[src/rmpt_pkg.sv]
// Constants, timing counts, register map and types of the redriver mode and power timing block.
// Assumes a single 250 MHz system clock; all times are converted to cycles here.
package rmpt_pkg;
   localparam int CLK_MHZ         = 250;
   // Times as printed
   localparam int T_IDLE_ENTRY_NS = 10;
   localparam int T_U1_EXIT_NS    = 6;
   localparam int T_U23_EXIT_US   = 10;
   localparam int T_RXDET_MS      = 12;
   localparam int T_AEQ_FULL_US   = 300;
   localparam int T_AEQ_FAST_US   = 60;
   localparam int T_PG_MS         = 25;
   localparam int T_CFG_HD_US     = 10;
   localparam int T_CTL_DB_MS     = 16;
   localparam int T_HPD_DB_MS     = 2;
   localparam int T_AUX_SW_NS     = 500;
   // Cycle counts; nominal and least round up, longest round down
   localparam int IDLE_ENTRY_CYC  = (T_IDLE_ENTRY_NS * CLK_MHZ + 999) / 1000;
   localparam int U1_EXIT_CYC     = (T_U1_EXIT_NS * CLK_MHZ + 999) / 1000;
   localparam int U23_EXIT_CYC    = T_U23_EXIT_US * CLK_MHZ;
   localparam int RXDET_CYC       = T_RXDET_MS * CLK_MHZ * 1000;
   localparam int AEQ_FULL_CYC    = T_AEQ_FULL_US * CLK_MHZ;
   localparam int AEQ_FAST_CYC    = T_AEQ_FAST_US * CLK_MHZ;
   localparam int SYNC_LAT        = 4;
   localparam int PG_CYC          = T_PG_MS * CLK_MHZ * 1000 - SYNC_LAT;
   localparam int CFG_HD_CYC      = T_CFG_HD_US * CLK_MHZ;
   localparam int CTL_DB_CYC      = T_CTL_DB_MS * CLK_MHZ * 1000 - SYNC_LAT;
   localparam int HPD_DB_CYC      = T_HPD_DB_MS * CLK_MHZ * 1000;
   localparam int AUX_SW_CYC      = T_AUX_SW_NS * CLK_MHZ / 1000;
   // Register map, byte addresses
   localparam logic [7:0]  ADR_CTRL   = 8'h00;
   localparam logic [7:0]  ADR_STATUS = 8'h04;
   localparam logic [7:0]  ADR_STRAP  = 8'h08;
   localparam logic [1:0]  CTRL_RST   = 2'h0;
   // Link power state codes from the link monitor
   localparam logic [1:0]  PS_U0      = 2'h0;
   localparam logic [1:0]  PS_U1      = 2'h1;
   typedef enum logic [1:0] {EQ_FIXED, EQ_FAST, EQ_FULL} rmpt_eq_e;
   typedef enum logic [1:0] {LK_DISC, LK_ACTIVE, LK_IDLE, LK_EXIT} rmpt_link_e;
endpackage

[src/rmpt_debounce.sv]
// Synchroniser and level debouncer for one mode or hot-plug pin.
// Assumes the pin is asynchronous; run is low until power good.
`timescale 1ns/1ps
module rmpt_debounce import rmpt_pkg::*; #(
   parameter int RISE_CYC = CTL_DB_CYC,
   parameter int FALL_CYC = CTL_DB_CYC
) (
   // Clock and reset
   input  wire logic clk_sys,
   input  wire logic rst_b,
   // Control
   input  wire logic run,
   // Pin and result
   input  wire logic pin_in,
   output logic      level_q
);
   typedef struct packed {
      logic        s1;
      logic        s2;
      logic        lvl;
      logic [31:0] cnt;
   } rmpt_db_s;
   rmpt_db_s q, d;

   // Count while the synced level differs; held idle before power good
   always_comb begin
      d = q;
      d.s1 = pin_in;
      d.s2 = q.s1;
      if (!run) begin
         d.lvl = q.s2;
         d.cnt = 32'h0;
      end else if (q.s2 == q.lvl) begin
         d.cnt = 32'h0;
      end else if (q.cnt >= 32'(q.s2 ? RISE_CYC - 1 : FALL_CYC - 1)) begin
         d.lvl = q.s2;
         d.cnt = 32'h0;
      end else begin
         d.cnt = q.cnt + 32'h1;
      end
   end

   always_ff @(posedge clk_sys) begin
      if (!rst_b) q <= '0;
      else q <= d;
   end

   assign level_q = q.lvl;
endmodule // rmpt_debounce

[src/rmpt_core.sv]
// Top of the mode and power timing block: power good, straps, debounce, link timing,
// adaptive gain timing, sideband switch and a classic Wishbone register slave.
// Assumes analog detector outputs and pins are asynchronous; link_pstate is synchronous.
//
// Local design decisions: the Wishbone slave port and the register addresses.
`timescale 1ns/1ps
module rmpt_core import rmpt_pkg::*; #(
   parameter int RXDET_CYCLES    = RXDET_CYC,
   parameter int AEQ_FULL_CYCLES = AEQ_FULL_CYC,
   parameter int AEQ_FAST_CYCLES = AEQ_FAST_CYC,
   parameter int PG_CYCLES       = PG_CYC,
   parameter int CTL_DB_CYCLES   = CTL_DB_CYC,
   parameter int HPD_DB_CYCLES   = HPD_DB_CYC
) (
   // Clock and reset
   input  wire logic        clk_sys,
   input  wire logic        rst_b,
   // Wishbone slave
   input  wire logic        wb_cyc_i,
   input  wire logic        wb_stb_i,
   input  wire logic        wb_we_i,
   input  wire logic [7:0]  wb_adr_i,
   input  wire logic [31:0] wb_dat_i,
   input  wire logic [3:0]  wb_sel_i,
   output logic [31:0]      wb_dat_o,
   output logic             wb_ack_o,
   // Supply and straps (four-level codes)
   input  wire logic        supply_ok,
   input  wire logic [1:0]  cfg_select,
   input  wire logic [1:0]  rx_gain_select,
   input  wire logic [1:0]  superspeed_gain_select,
   input  wire logic [1:0]  display_gain_select,
   // Mode pins
   input  wire logic        mode_select_lo,
   input  wire logic        mode_select_hi,
   input  wire logic        flip_select,
   input  wire logic        hot_plug_detect_in,
   // Link detectors and monitor
   input  wire logic        rx_elec_idle,
   input  wire logic        rx_term_found,
   input  wire logic [1:0]  link_pstate,
   // Outputs
   output logic             power_good_q,
   output logic             strap_bias_en_q,
   output logic [7:0]       strap_q,
   output logic             rxdet_go_q,
   output logic             tx_elec_idle_q,
   output logic             lfps_fwd_q,
   output logic             adaptive_gain_search_q,
   output logic             gain_done_q,
   output logic             sideband_sw_on_q,
   output logic [3:0]       mode_pins_q
);
   typedef struct packed {
      logic        sup1, sup2, idl1, idl2, det1, det2;
      logic [7:0]  stp1, stp2, strap;
      logic        pg, bias;
      logic [31:0] pg_cnt, hd_cnt, ltmr, acnt;
      rmpt_link_e  st;
      logic        tx_idle, lfps, rxdet_go, busy, done, aux_on;
      rmpt_eq_e    mode;
      logic [3:0]  pins;
      logic        ack;
      logic [31:0] rdat;
   } rmpt_core_s;
   rmpt_core_s q, d;

   logic db_lo, db_hi, db_flip, db_hpd;
   logic wb_req;

   ////////////////////////////////////////////////////////////////////////////
   // Debouncers; upper select and hot plug have the short falling filter
   rmpt_debounce #(.RISE_CYC(CTL_DB_CYCLES), .FALL_CYC(CTL_DB_CYCLES)) u_db_lo (
      .clk_sys(clk_sys), .rst_b(rst_b), .run(q.pg),
      .pin_in(mode_select_lo), .level_q(db_lo));
   rmpt_debounce #(.RISE_CYC(CTL_DB_CYCLES), .FALL_CYC(HPD_DB_CYCLES)) u_db_hi (
      .clk_sys(clk_sys), .rst_b(rst_b), .run(q.pg),
      .pin_in(mode_select_hi), .level_q(db_hi));
   rmpt_debounce #(.RISE_CYC(CTL_DB_CYCLES), .FALL_CYC(CTL_DB_CYCLES)) u_db_flip (
      .clk_sys(clk_sys), .rst_b(rst_b), .run(q.pg),
      .pin_in(flip_select), .level_q(db_flip));
   rmpt_debounce #(.RISE_CYC(HPD_DB_CYCLES), .FALL_CYC(HPD_DB_CYCLES)) u_db_hpd (
      .clk_sys(clk_sys), .rst_b(rst_b), .run(q.pg),
      .pin_in(hot_plug_detect_in), .level_q(db_hpd));

   assign wb_req = wb_cyc_i && wb_stb_i && !q.ack;

   ////////////////////////////////////////////////////////////////////////////
   // Next state of the whole block
   always_comb begin
      d = q;
      // Two-flop synchronisers for pins and analog detectors
      d.sup1 = supply_ok;
      d.sup2 = q.sup1;
      d.idl1 = rx_elec_idle;
      d.idl2 = q.idl1;
      d.det1 = rx_term_found;
      d.det2 = q.det1;
      d.stp1 = {cfg_select, rx_gain_select, superspeed_gain_select, display_gain_select};
      d.stp2 = q.stp1;
      d.rxdet_go = 1'b0;

      // Power good delay; supply loss drops it at once
      if (!q.sup2) begin
         d.pg = 1'b0;
         d.pg_cnt = 32'h0;
      end else if (!q.pg) begin
         if (q.pg_cnt >= 32'(PG_CYCLES - 1)) begin
            d.pg = 1'b1;
         end else begin
            d.pg_cnt = q.pg_cnt + 32'h1;
         end
      end

      // Straps caught at power good, bias kept on through hold time
      // Supply loss reconnects bias at once, so straps are sensed again
      if (!q.pg || !d.pg) begin
         d.bias = 1'b1;
         d.hd_cnt = 32'h0;
         if (d.pg) d.strap = q.stp2;
      end else if (q.bias) begin
         if (q.hd_cnt >= 32'(CFG_HD_CYC - 1)) d.bias = 1'b0;
         else d.hd_cnt = q.hd_cnt + 32'h1;
      end

      // Sideband switch tracks debounced upper select next cycle
      d.aux_on = q.pg && db_hi;
      d.pins = {db_hpd, db_flip, db_hi, db_lo};

      // Link power state timing; all of it held until power good
      if (!q.pg) begin
         d.st = LK_DISC;
         d.ltmr = 32'h0;
         d.tx_idle = 1'b1;
         d.lfps = 1'b0;
      end else begin
         case (q.st)
            LK_DISC: begin
               d.tx_idle = 1'b1;
               d.lfps = 1'b0;
               if (q.det2) begin
                  d.st = LK_ACTIVE;
                  d.ltmr = 32'h0;
                  d.tx_idle = 1'b0;
               end else if (q.ltmr >= 32'(RXDET_CYCLES - 1)) begin
                  d.rxdet_go = 1'b1;
                  d.ltmr = 32'h0;
               end else begin
                  d.ltmr = q.ltmr + 32'h1;
               end
            end
            LK_ACTIVE: begin
               if (!q.det2) begin
                  d.st = LK_DISC;
                  d.ltmr = 32'h0;
               end else if (!q.idl2) begin
                  d.ltmr = 32'h0;
               end else if (q.ltmr >= 32'(IDLE_ENTRY_CYC - 1)) begin
                  d.st = LK_IDLE;
                  d.tx_idle = 1'b1;
                  d.lfps = 1'b0;
                  d.ltmr = 32'h0;
               end else begin
                  d.ltmr = q.ltmr + 32'h1;
               end
            end
            LK_IDLE: begin
               d.ltmr = 32'h0;
               if (!q.det2) d.st = LK_DISC;
               else if (!q.idl2) d.st = LK_EXIT;
            end
            LK_EXIT: begin
               // U0 code while idle is handled as the short U1 exit
               if (!q.det2) begin
                  d.st = LK_DISC;
                  d.ltmr = 32'h0;
               end else if (q.idl2) begin
                  d.st = LK_IDLE;
                  d.ltmr = 32'h0;
               end else if (q.ltmr >= 32'((link_pstate == PS_U1 || link_pstate == PS_U0)
                                          ? U1_EXIT_CYC - 1 : U23_EXIT_CYC - 1)) begin
                  d.st = LK_ACTIVE;
                  d.tx_idle = 1'b0;
                  d.lfps = 1'b1;
                  d.ltmr = 32'h0;
               end else begin
                  d.ltmr = q.ltmr + 32'h1;
               end
            end
            default: d.st = LK_DISC;
         endcase
      end

      // Adaptive gain search, started by each new device attach unless the mode is fixed
      if (!q.pg) begin
         d.busy = 1'b0;
         d.done = 1'b0;
         d.acnt = 32'h0;
      end else if (q.st == LK_DISC && d.st == LK_ACTIVE) begin
         d.busy = (q.mode != EQ_FIXED);
         d.done = (q.mode == EQ_FIXED); // Fixed gain needs no search
         d.acnt = 32'h0;
      end else if (q.busy) begin
         if (q.acnt >= 32'(q.mode == EQ_FULL ? AEQ_FULL_CYCLES - 1 : AEQ_FAST_CYCLES - 1)) begin
            d.busy = 1'b0;
            d.done = 1'b1;
         end else begin
            d.acnt = q.acnt + 32'h1;
         end
      end else if (q.st == LK_DISC) begin
         d.done = 1'b0;
      end

      // Wishbone: one-cycle ack, unmapped reads zero, writes ignored
      d.ack = wb_req;
      d.rdat = 32'h0;
      if (wb_req) begin
         if (wb_adr_i == ADR_CTRL) begin
            d.rdat = {30'h0, q.mode};
            if (wb_we_i && wb_sel_i[0] && !q.busy) begin
               // Mode writes are dropped while a search is running
               if (wb_dat_i[1:0] == 2'h1) d.mode = EQ_FAST;
               else if (wb_dat_i[1:0] == 2'h2) d.mode = EQ_FULL;
               else d.mode = EQ_FIXED;
            end
         end else if (wb_adr_i == ADR_STATUS) begin
            d.rdat = {18'h0, q.pins, q.aux_on, q.done, q.busy, q.st,
                      q.lfps, q.tx_idle, q.bias, q.pg, q.sup2};
         end else if (wb_adr_i == ADR_STRAP) begin
            d.rdat = {24'h0, q.strap};
         end
      end
   end

   ////////////////////////////////////////////////////////////////////////////
   // State register
   always_ff @(posedge clk_sys) begin
      if (!rst_b) begin
         q <= '0;
         q.mode <= rmpt_eq_e'(CTRL_RST);
         q.st <= LK_DISC;
         q.tx_idle <= 1'b1;
         q.bias <= 1'b1;
      end else begin
         q <= d;
      end
   end

   // Outputs straight from state flops
   assign wb_dat_o = q.rdat;
   assign wb_ack_o = q.ack;
   assign power_good_q = q.pg;
   assign strap_bias_en_q = q.bias;
   assign strap_q = q.strap;
   assign rxdet_go_q = q.rxdet_go;
   assign tx_elec_idle_q = q.tx_idle;
   assign lfps_fwd_q = q.lfps;
   assign adaptive_gain_search_q = q.busy;
   assign gain_done_q = q.done;
   assign sideband_sw_on_q = q.aux_on;
   assign mode_pins_q = q.pins;

   ////////////////////////////////////////////////////////////////////////////
   localparam int A_IDLE = IDLE_ENTRY_CYC + 1;
   localparam int A_U1   = U1_EXIT_CYC + 1;
endmodule // rmpt_core

[config.mk]
export PLATFORM = sky130hd
export DESIGN_NAME = rmpt_core
export DESIGN_NICKNAME = d
export VERILOG_FILES = /design/src/rmpt_pkg.sv /design/src/rmpt_debounce.sv /design/src/rmpt_core.sv
export SDC_FILE = /design/constraint.sdc
export NUM_CORES = 1
export LEC_CHECK = 0
export ABC_AREA = 1
export BUFFER_PORTS_ARGS = -buffer_cell sky130_fd_sc_hd__clkbuf_2
export CELL_PAD_IN_SITES_DETAIL_PLACEMENT = 1
export CELL_PAD_IN_SITES_GLOBAL_PLACEMENT = 1
export CORE_UTILIZATION = 41
export CTS_BUF_LIST = sky130_fd_sc_hd__clkbuf_2
export CTS_CLUSTER_DIAMETER = 80
export DETAILED_ROUTE_END_ITERATION = 12
export GPL_TIMING_DRIVEN = 0
export PLACE_DENSITY = 0.8
export RECOVER_POWER = 100
export SLEW_MARGIN = 20
export SYNTH_ARGS = -nofsm -noshare
export SYNTH_HDL_FRONTEND = slang
export SYNTH_SLANG_ARGS = --single-unit
[constraint.sdc]
create_clock -name clk_sys -period 2.1 [get_ports clk_sys]
set_input_delay 0.105 -clock clk_sys [delete_from_list [all_inputs] [get_ports clk_sys]]
set_output_delay 0.105 -clock clk_sys [all_outputs]
set_load 0.01 [all_outputs]
# After elaboration in Yosys (flattened, before gate mapping)
# Cells that the tools add are included.
[classes]
add_sub_neg = 8
magnitude_cmp = 10
eq_ne = 29
mux = 63
bitwise = 7
reduce_logical = 42
[op_table]
columns = ["op", "n"]
rows = [
  ["32-bit two-way mux", 16],
  ["32-bit by 1-bit adder with 32-bit output, second input constant", 8],
  ["33-bit two-way mux", 4],
  ["32-bit one-hot mux with 4 select lines", 1],
  ["32-bit by 22-bit >= comparator with 1-bit output, second input constant", 3],
  ["32-bit by 12-bit >= comparator with 1-bit output", 1],
  ["32-bit by 12-bit >= comparator with 1-bit output, second input constant", 1],
  ["32-bit by 17-bit >= comparator with 1-bit output", 1],
  ["32-bit by 19-bit >= comparator with 1-bit output, second input constant", 1],
  ["32-bit by 2-bit >= comparator with 1-bit output, second input constant", 1],
  ["32-bit by 23-bit >= comparator with 1-bit output, second input constant", 1],
  ["32-bit >= comparator", 1],
  ["2-bit two-way mux", 13],
  ["2-bit AND reduction", 12],
  ["4-bit OR reduction", 6],
  ["22-bit two-way mux", 1],
  ["2-bit != test, second input constant", 10],
  ["1-bit two-way mux", 17],
  ["17-bit two-way mux", 1],
  ["4-bit two-way mux", 4],
  ["14-bit two-way mux", 1],
  ["12-bit two-way mux", 1],
  ["2-bit by 1-bit == test with 1-bit output, second input constant", 4],
  ["2-bit == test, second input constant", 4],
  ["21 further kinds", 46],
]
[word_totals]
reg_bits = 347
input_bits = 66
output_inout_bits = 53
word_cells = 203

# Longest topological paths before layout
# Gate-level depths: netlist of run 1.
[depth]
word_depth = 13
depth_mapped = 16
ltp_nobuf = 16

# By module
# From an unflattened synthesis of run 1, not the netlist that was laid out.
[hier_totals]
cells_unflattened = 2080
area_unflattened_um2 = 15394.8
[modules_own_cells]
columns = ["mod", "n_inst", "cells_per_inst", "area_each_um2", "seq_area_each_um2"]
rows = [
  ["rmpt_core", 1, 1228, 8868.5, 3783.6],
  ["rmpt_debounce (u_db_hi)", 1, 260, 1928.1, 700.7],
  ["rmpt_debounce (u_db_flip)", 1, 208, 1624.1, 700.7],
  ["rmpt_debounce (u_db_hpd)", 1, 189, 1488.9, 700.7],
  ["rmpt_debounce (u_db_lo)", 1, 195, 1485.2, 700.7],
]

# Least setup slack after synthesis of run 1
# OpenSTA, ideal clock, no wires.
[synth_timing]
path_kind = "register to register"
start = "reg q[38] (netlist bit)"
end = "reg q[60] (netlist bit)"
setup_ps = 70
arrival_time_ps = 1909
required_time_ps = 2030
setup_slack_ps = 120
stages_incl_launch_ff = 17
path_buffers = 1
period_less_slack_ps = 1980
cell_sequence = "dfxtp_1 > inv_1 > nor2_1 > inv_1 > ha_1 > nand2_1 > nor2_1 > nand2_1 > nand3_1 > nand2_1 > nand3_1 > nand2_1 > nand3_2 > inv_2 > buf_6 > nand2_1 > a21oi_1"
[synth_between]
elab_chain_len = 5
[synth_lines]
columns = ["item", "line_no", "rtl"]
rows = [
  ["from (decl)", "rmpt_core.sv:66", "rmpt_core_s q, d;"],
  ["2-bit == test", "rmpt_core.sv:204", "if (q.acnt >= 32'(q.mode == EQ_FULL ? AEQ_FULL_CYCLES - 1 : AEQ_FAST_CYCLES - 1)) begin"],
  ["17-bit two-way mux", "rmpt_core.sv:204", ""],
  ["32-bit by 17-bit >= comparator with 1-bit output", "rmpt_core.sv:204", ""],
  ["1-bit inverter (no source line)", "--", ""],
  ["2-bit AND reduction (no source line)", "--", ""],
]
# No other way between the ends.
# A chain may end at the register's enable or synchronous reset.

# Worst setup path after layout of run 1
# Ends and elaborated chain as after synthesis.

==> results.md, run 1 <==
- Synth cell types: 52
- Die Wd: 189.9 um
- P_sw: ~3000 uW
- Fmax: about 470 MHz
- Maxcap violations: 0
- All-Layer GR Usage: 0.2187
- Worst-path clk slew: 130 ps
- Commonest cells after routing, fill and taps aside: nand2_1 (353), dfxtp_1 (325), nor2_1 (276)
- Slew HR: 0.5726
- Hold path endpoint: q[46]
- Flop-to-flop setup slack: -20 ps
- Residual DRC count: 0
- Commonest non-fill, non-tap cell in the layout: nand2_1
- CTS Buf Count: between 80 and 90
- 1st-iter DRT viols: roughly 420
- RD Place Congestion: ~0.87
- Register bit total from synthesis: 329
- Vias per cell: roughly 4.8
- Number of flops mapped to enable cells by yosys: 0
- Worst path arrival time: 2970 ps
- Setup violators final: 7
- R2r worst-path depth: 16
- Fin. Hold Viols: 0
- Yosys top cell by area: dfxtp_1
- Worst slew pin tran: 639.6 ps
- LEAKAGE: 0.007110 uW
- CP cell instances: inv_2 > nor2_4 > buf_6 > ha_4 > nand2_2 > nand2_2 > nand3_1 > nand2_1 > nand2_1 > nand3_2 > nand2_2 > nand3_4 > inv_6 > buf_6 > nand2_1 > a21oi_1
- Initial Util: 0.4180
- Slowest-stage cell, CP: dfxtp_2
- Vias in the first global route: approximately 14000
- Synth Warn #: 0
- Hold Path Origin: link_pstate[1]
- Vias post-DR: between 10000 and 15000
- Worst path max stage delay: ~370 ps
- Setup crit start kind: flop
- Die area: 36060 um^2
- First-pass GRT wire length: about 65000 um
- Die Ht: ~190 um
- Largest net degree at the start of global routing: 13
- Post-synth top flop: dfxtp_1
- RSZ-0062 raised after global routing: true
- WP data required: a little under 3000 ps
- Pint: between 8000 and 9000 uW
- Period utilisation layout: 1.011
- Worst reg2reg path endpoint: q[60]
- Core area: roughly 35000 um^2
- Htree depth: 3
- Final Total Pwr: around 11000 uW
- Post-Synthesis Cells: roughly 1900
- Fraction of registers with async set/reset: 0
- Initial antenna violation count: 2
- Hold depth: 10
- Failing checks: negative setup slack
- Worst-skew pair later-pin latency: approximately 980 ps
- HP Class: input port to flop
- Rows: slightly below 70
- Clk sinks: 329
- Area share of the largest cell type after synthesis: 0.4550
- CP max FO: 5
- Clock network power share: 0.415
- Final Max Slew Viols: 0
- Avg Cell Area, Syn: 7.571 um^2
- Final #Nets: roughly 2300
- # IOs: between 100 and 150
- DP HPWL: about 26000 um
- TritonCTS clock tree: built
- WL per Instance: about 15 um
- Comb power frac: 0.030
- Share of layout cells above drive strength 1: 0.1680
- Crit path from: q[38]
- DRT antenna net count: 0
- Outcome: finished, violations left
- Pwr Density: about 640 nW/um^2
- Synth-to-Final Area Change: 22.90%
- Cell area after synthesis: between 10000 and 15000 um^2
- Pre-CTS WS: -619.7 ps
- Sequential element share of the synthesized area: 0.4550
- Fin Setup TNS: -62.39 ps
- Max rail drop VDD: around 0.4 mV
- Worst setup EP type: flop
- First drt pass iteration count: 4
- # port buffers: between 60 and 70
- Register share of total power: 0.555
- CP Class: flop to flop
- Setup WS post-layout: -23.94 ps
- CTS root buffer: clkbuf_2
- Worst Skew: between 70 and 80 ps
- Overflow after GRT: 0
- Routed WL: between 40000 and 50000 um
- RR Startpoint: q[38]
- Sw Share: 0.2608
- Min cycle time layout: about 2100 ps
- Clk buf depth: 3
- Synth area leaders: dfxtp_1 (46%), nand2_1 (9.5%), nor2_1 (7.5%), inv_1 (6.2%), xor2_1 (3.6%)
-- worst max-delay path: cells and delay by family, from the launching register on --
kind,cells,cell delay [ps]
fa+ha+maj,1,200
compound gates,1,120
flops,1,370
buf+inv,4,450
simple gates,10,850
-- how the worst max path moves through the flow --
stage	to	slack [ps]	cells after the start
floorplan	q[60]	120	16
global placement	q[55]	-520	16
detailed placement	q[55]	-620	16
CTS	q[61]	-50	17
global route	q[59]	-150	16
finish	q[60]	-20	16
-- cell usage after synthesis, types with 12 or more instances --
master / count
nor2_4: 12
nand2_1: 365
nor4_1: 16
o21ai_0: 38
nor2_1: 288
buf_2: 17
nand4_1: 55
a21oi_1: 98
nor2_2: 16
dfxtp_1: 329
buf_4: 45
inv_1: 239
clkbuf_1: 17
ha_1: 33
nor3_1: 60
xnor2_1: 22
o21ai_1: 12
xor2_1: 60
nand3_1: 92
inv_2: 16
-- per-layer routing --
| layer | up-vias | share of wire | global-route usage |
|---|---|---|---|
| li1 | 6671 | - | - |
| met1 | 6358 | 0.42 | 0.2503 |
| met2 | 242 | 0.51 | 0.3929 |
| met3 | 103 | 0.039 | 0.04593 |
| met4 | 0 | 0.030 | 0.08902 |
| met5 | - | 0 | 0 |
-- sequential cells by signal (all words and copies together), names as in the netlist, 4 cells and up --
signal,flops
q,143
u_db_flip.q,33
u_db_hi.q,33
u_db_hpd.q,33
u_db_lo.q,33
wb_dat_o,14
d,11
strap_q,8
mode_pins_q,4
-- per-stage QoR --
step	utilization	hold slack, ps	std cells	area, um^2
global route	0.5137	67.85	2760	17790
detailed placement	0.4515	299.0	2502	15630
finish	0.5137	103.7	2760	17790
CTS	0.5050	20.47	2748	17490
floorplan	-	202.6	1981	14730
global placement	0.4515	291.5	2502	15630
-- power groups by stage --
stage          sequential [uW]  clock [uW]  combinational, uW
4_1_cts                   6350        4940                309
6_report                  6350        4750                341
5_1_grt                   6360        5300                377
3_5_place_dp              6500           0                206
3_3_place_gp              6490           0                198
2_1_floorplan             6490           0                134
-- cell type report --
| cell class | instances | area (um^2) |
|---|---|---|
| fillers | 4416 | 16840 |
| repair buffers | 167 | 1295 |
| plain buffers | 80 | 520.5 |
| inverters | 256 | 973.4 |
| clock inverters | 33 | 215.2 |
| clock buffers | 124 | 620.6 |
| multi-input cells | 1314 | 6997 |
| flip-flops and latches | 329 | 6594 |
| diodes | 2 | 5.005 |
| well taps | 455 | 569.3 |
-- timing repair --
item	in CTS	in global routing
endpoints found under the hold margin	179	0
hold buffers	75	0
gates cloned	1	2
gates resized for setup	36	81
pin swaps	9	27
buffers inserted	13	11
setup endpoints to repair	60	98
-- cells by family (layout without fill, tap and decap cells) --
kind of cell,Yosys count,after routing,synth area share
AOI/OAI and AO/OA,185,185,0.06958
xor gates and xnor gates,82,82,0.04961
adders and majority gates,33,33,0.02852
buffers and inverters,338,660,0.1024
DFF,329,329,0.4550
other,1,72,0.0002591
and+or+nand+nor,944,944,0.2946
Power figures use the tool's default switching activity.
==> inputs of run 2 (changes only) <==
GPL_TIMING_DRIVEN = unset   (was 0)
REMOVE_ABC_BUFFERS = 1   (was unset)
==> results.md, run 2 (synthesis results as in run 1) <==
- Rows: 68 (unchanged)
- Maxcap violations: 0 (unchanged)
- Share of layout cells above drive strength 1: 0.1380 (-0.03002)
- # IOs: 119 (unchanged)
- Setup violators final: 10 (+3)
- Commonest non-fill, non-tap cell in the layout: nand2_1
- Initial Util: 0.4180 (unchanged)
- Final Max Slew Viols: 0 (unchanged)
- Commonest cells after routing, fill and taps aside: nand2_1 (362), dfxtp_1 (326), nor2_1 (283)
- Post-Route Utilization: 0.4932 (-0.02049)
- First drt pass iteration count: 4 (unchanged)
- Failing checks: negative setup slack
- Fin. Hold Viols: 0 (unchanged)
- Worst setup EP type: flop
- Core area: 34630 um^2 (unchanged)
- RD Place Congestion: 0.8479 (-2.1%)
- Worst slew pin tran: 781.9 ps (+142.3 ps)
- Vias per cell: 4.792 (-1.1%)
- Largest register by flop count: q
- CTS Buf Count: 88 (unchanged)
- Overflow after GRT: 0 (unchanged)
- CTS root buffer: clkbuf_2
- Period utilisation layout: 1.009 (-0.001981)
- Fmax: 471.7 MHz (+0.20%)
- Vias in the first global route: 13300 (-5.6%)
- Max rail drop VDD: 0.3248 mV (-18%)
- Largest net degree at the start of global routing: 33 (+20)
- WP data required: 2930 ps (-20 ps)
- DP HPWL: 25800 um (-2.0%)
- CP max FO: 11 (+6)
- Final #Nets: 2258 (-3.3%)
- Pre-CTS WS: 39.45 ps (+659.1 ps)
- WL per Instance: 14.00 um (-3.8%)
- Worst-path clk slew: 90 ps (-40 ps)
- Vias post-DR: 12820 (-4.2%)
- Routed WL: 37440 um (-6.7%)
- Clk buf depth: 3 (unchanged)
- 1st-iter DRT viols: 385 (-7.7%)
- CP Class: flop to flop
- Setup crit start kind: flop
- Die Wd: 189.9 um (unchanged)
- Setup WS post-layout: -19.78 ps (+4.159 ps)
- Htree depth: 3 (unchanged)
- TritonCTS clock tree: built
- Initial antenna violation count: 2 (unchanged)
- Max reg flops: 143 (unchanged)
- Worst-skew pair later-pin latency: 980 ps (about the same)
- Worst Skew: 64.83 ps (-6.775 ps)
- DRT antenna net count: 0 (unchanged)
- Pwr Density: 641.5 nW/um^2 (-0.30%)
- Outcome: finished, violations left
- Die area: 36060 um^2 (unchanged)
- First-pass GRT wire length: 60640 um (-6.3%)
- HP Class: input port to flop
- All-Layer GR Usage: 0.2050 (-0.01367)
- Residual DRC count: 0 (unchanged)
- LEAKAGE: 0.006700 uW (-5.8%)
- Die Ht: 189.9 um (unchanged)
- Worst path arrival time: 2950 ps (-20 ps)
- Min cycle time layout: 2120 ps (-4.159 ps)
- Slew HR: 0.4787 (-0.09385)
- Clk sinks: 329 (unchanged)
- # port buffers: 66 (unchanged)
- Synth-to-Final Area Change: 18.00%
==> run 2: through the flow <==
step	hold WS, ps	area (um^2)	power, uW	setup TNS (ps)	std cells
2_1_floorplan	198.5	14210	6582	-1783	1899
3_3_place_gp	291.3	15370	6669	0	2450
3_5_place_dp	301.9	15370	6679	0	2450
4_1_cts	48.12	16760	11150	0	2662
5_1_grt	116.7	17080	11520	-2036	2675
6_report	173.3	17080	10960	-68.38	2675
==> run 2: path summary, 6_finish.rpt <==
path | endpoint | cells after the start | slack (ps) | startpoint
setup / recovery | u_db_hi.q[0] | 13 | -20 | u_db_hi.q[33]
setup reg to reg | u_db_hi.q[0] | 13 | -20 | u_db_hi.q[33]
hold / removal | wb_ack_o | 5 | 170 | wb_cyc_i
hold reg to reg | u_db_flip.q[33] | 2 | 400 | u_db_flip.d[33]
==> run 2: worst max-delay path, cell delays in order (launching register included) <==
cell	delay, ps
dfxtp_4	370
clkinvlp_4	110
buf_12	150
buf_6	110
ha_4	260
nand3_2	80
nor2_1	140
nand3_1	100
nor2_2	160
nand2_2	90
nand4_1	90
buf_6	140
clkbuf_16	160
nor2_1	40
==> run 2: per-layer routing <==
| metal | wire length (um) | vias up | share of wire | global-route usage |
|---|---|---|---|---|
| li1 | - | 6508 | - | - |
| met1 | 16420 | 6051 | 0.44 | 0.2359 |
| met2 | 18760 | 179 | 0.50 | 0.3624 |
| met3 | 1220 | 80 | 0.033 | 0.04151 |
| met4 | 1038 | 0 | 0.028 | 0.09584 |
| met5 | 0 | - | 0 | 0 |
==> run 2: power by group <==
| group | internal (uW) | leakage, uW | switching [uW] |
|---|---|---|---|
| sequential | 6320 | 0.00268 | 30.3 |
| combinational | 142 | 0.00345 | 146 |
| clock | 1660 | 0.000569 | 2660 |
==> run 2: area by class of cell <==
cell class	count	area [um^2]
multi-input cells	1314	6864
diodes	3	7.507
repair buffers	170	1331
clock buffers	120	600.6
clock inverters	28	145.1
well taps	455	569.3
inverters	256	969.7
fillers	4435	17550
flip-flops and latches	329	6593
==> run 2: what timing repair did <==
action / in CTS / in global routing
hold buffers: 64 / 0
gates resized for setup: 2 / 47
setup endpoints to repair: 4 / 61
gates cloned: 0 / 3
endpoints found under the hold margin: 128 / 0
pin swaps: 0 / 5
setup buffers: 0 / 7
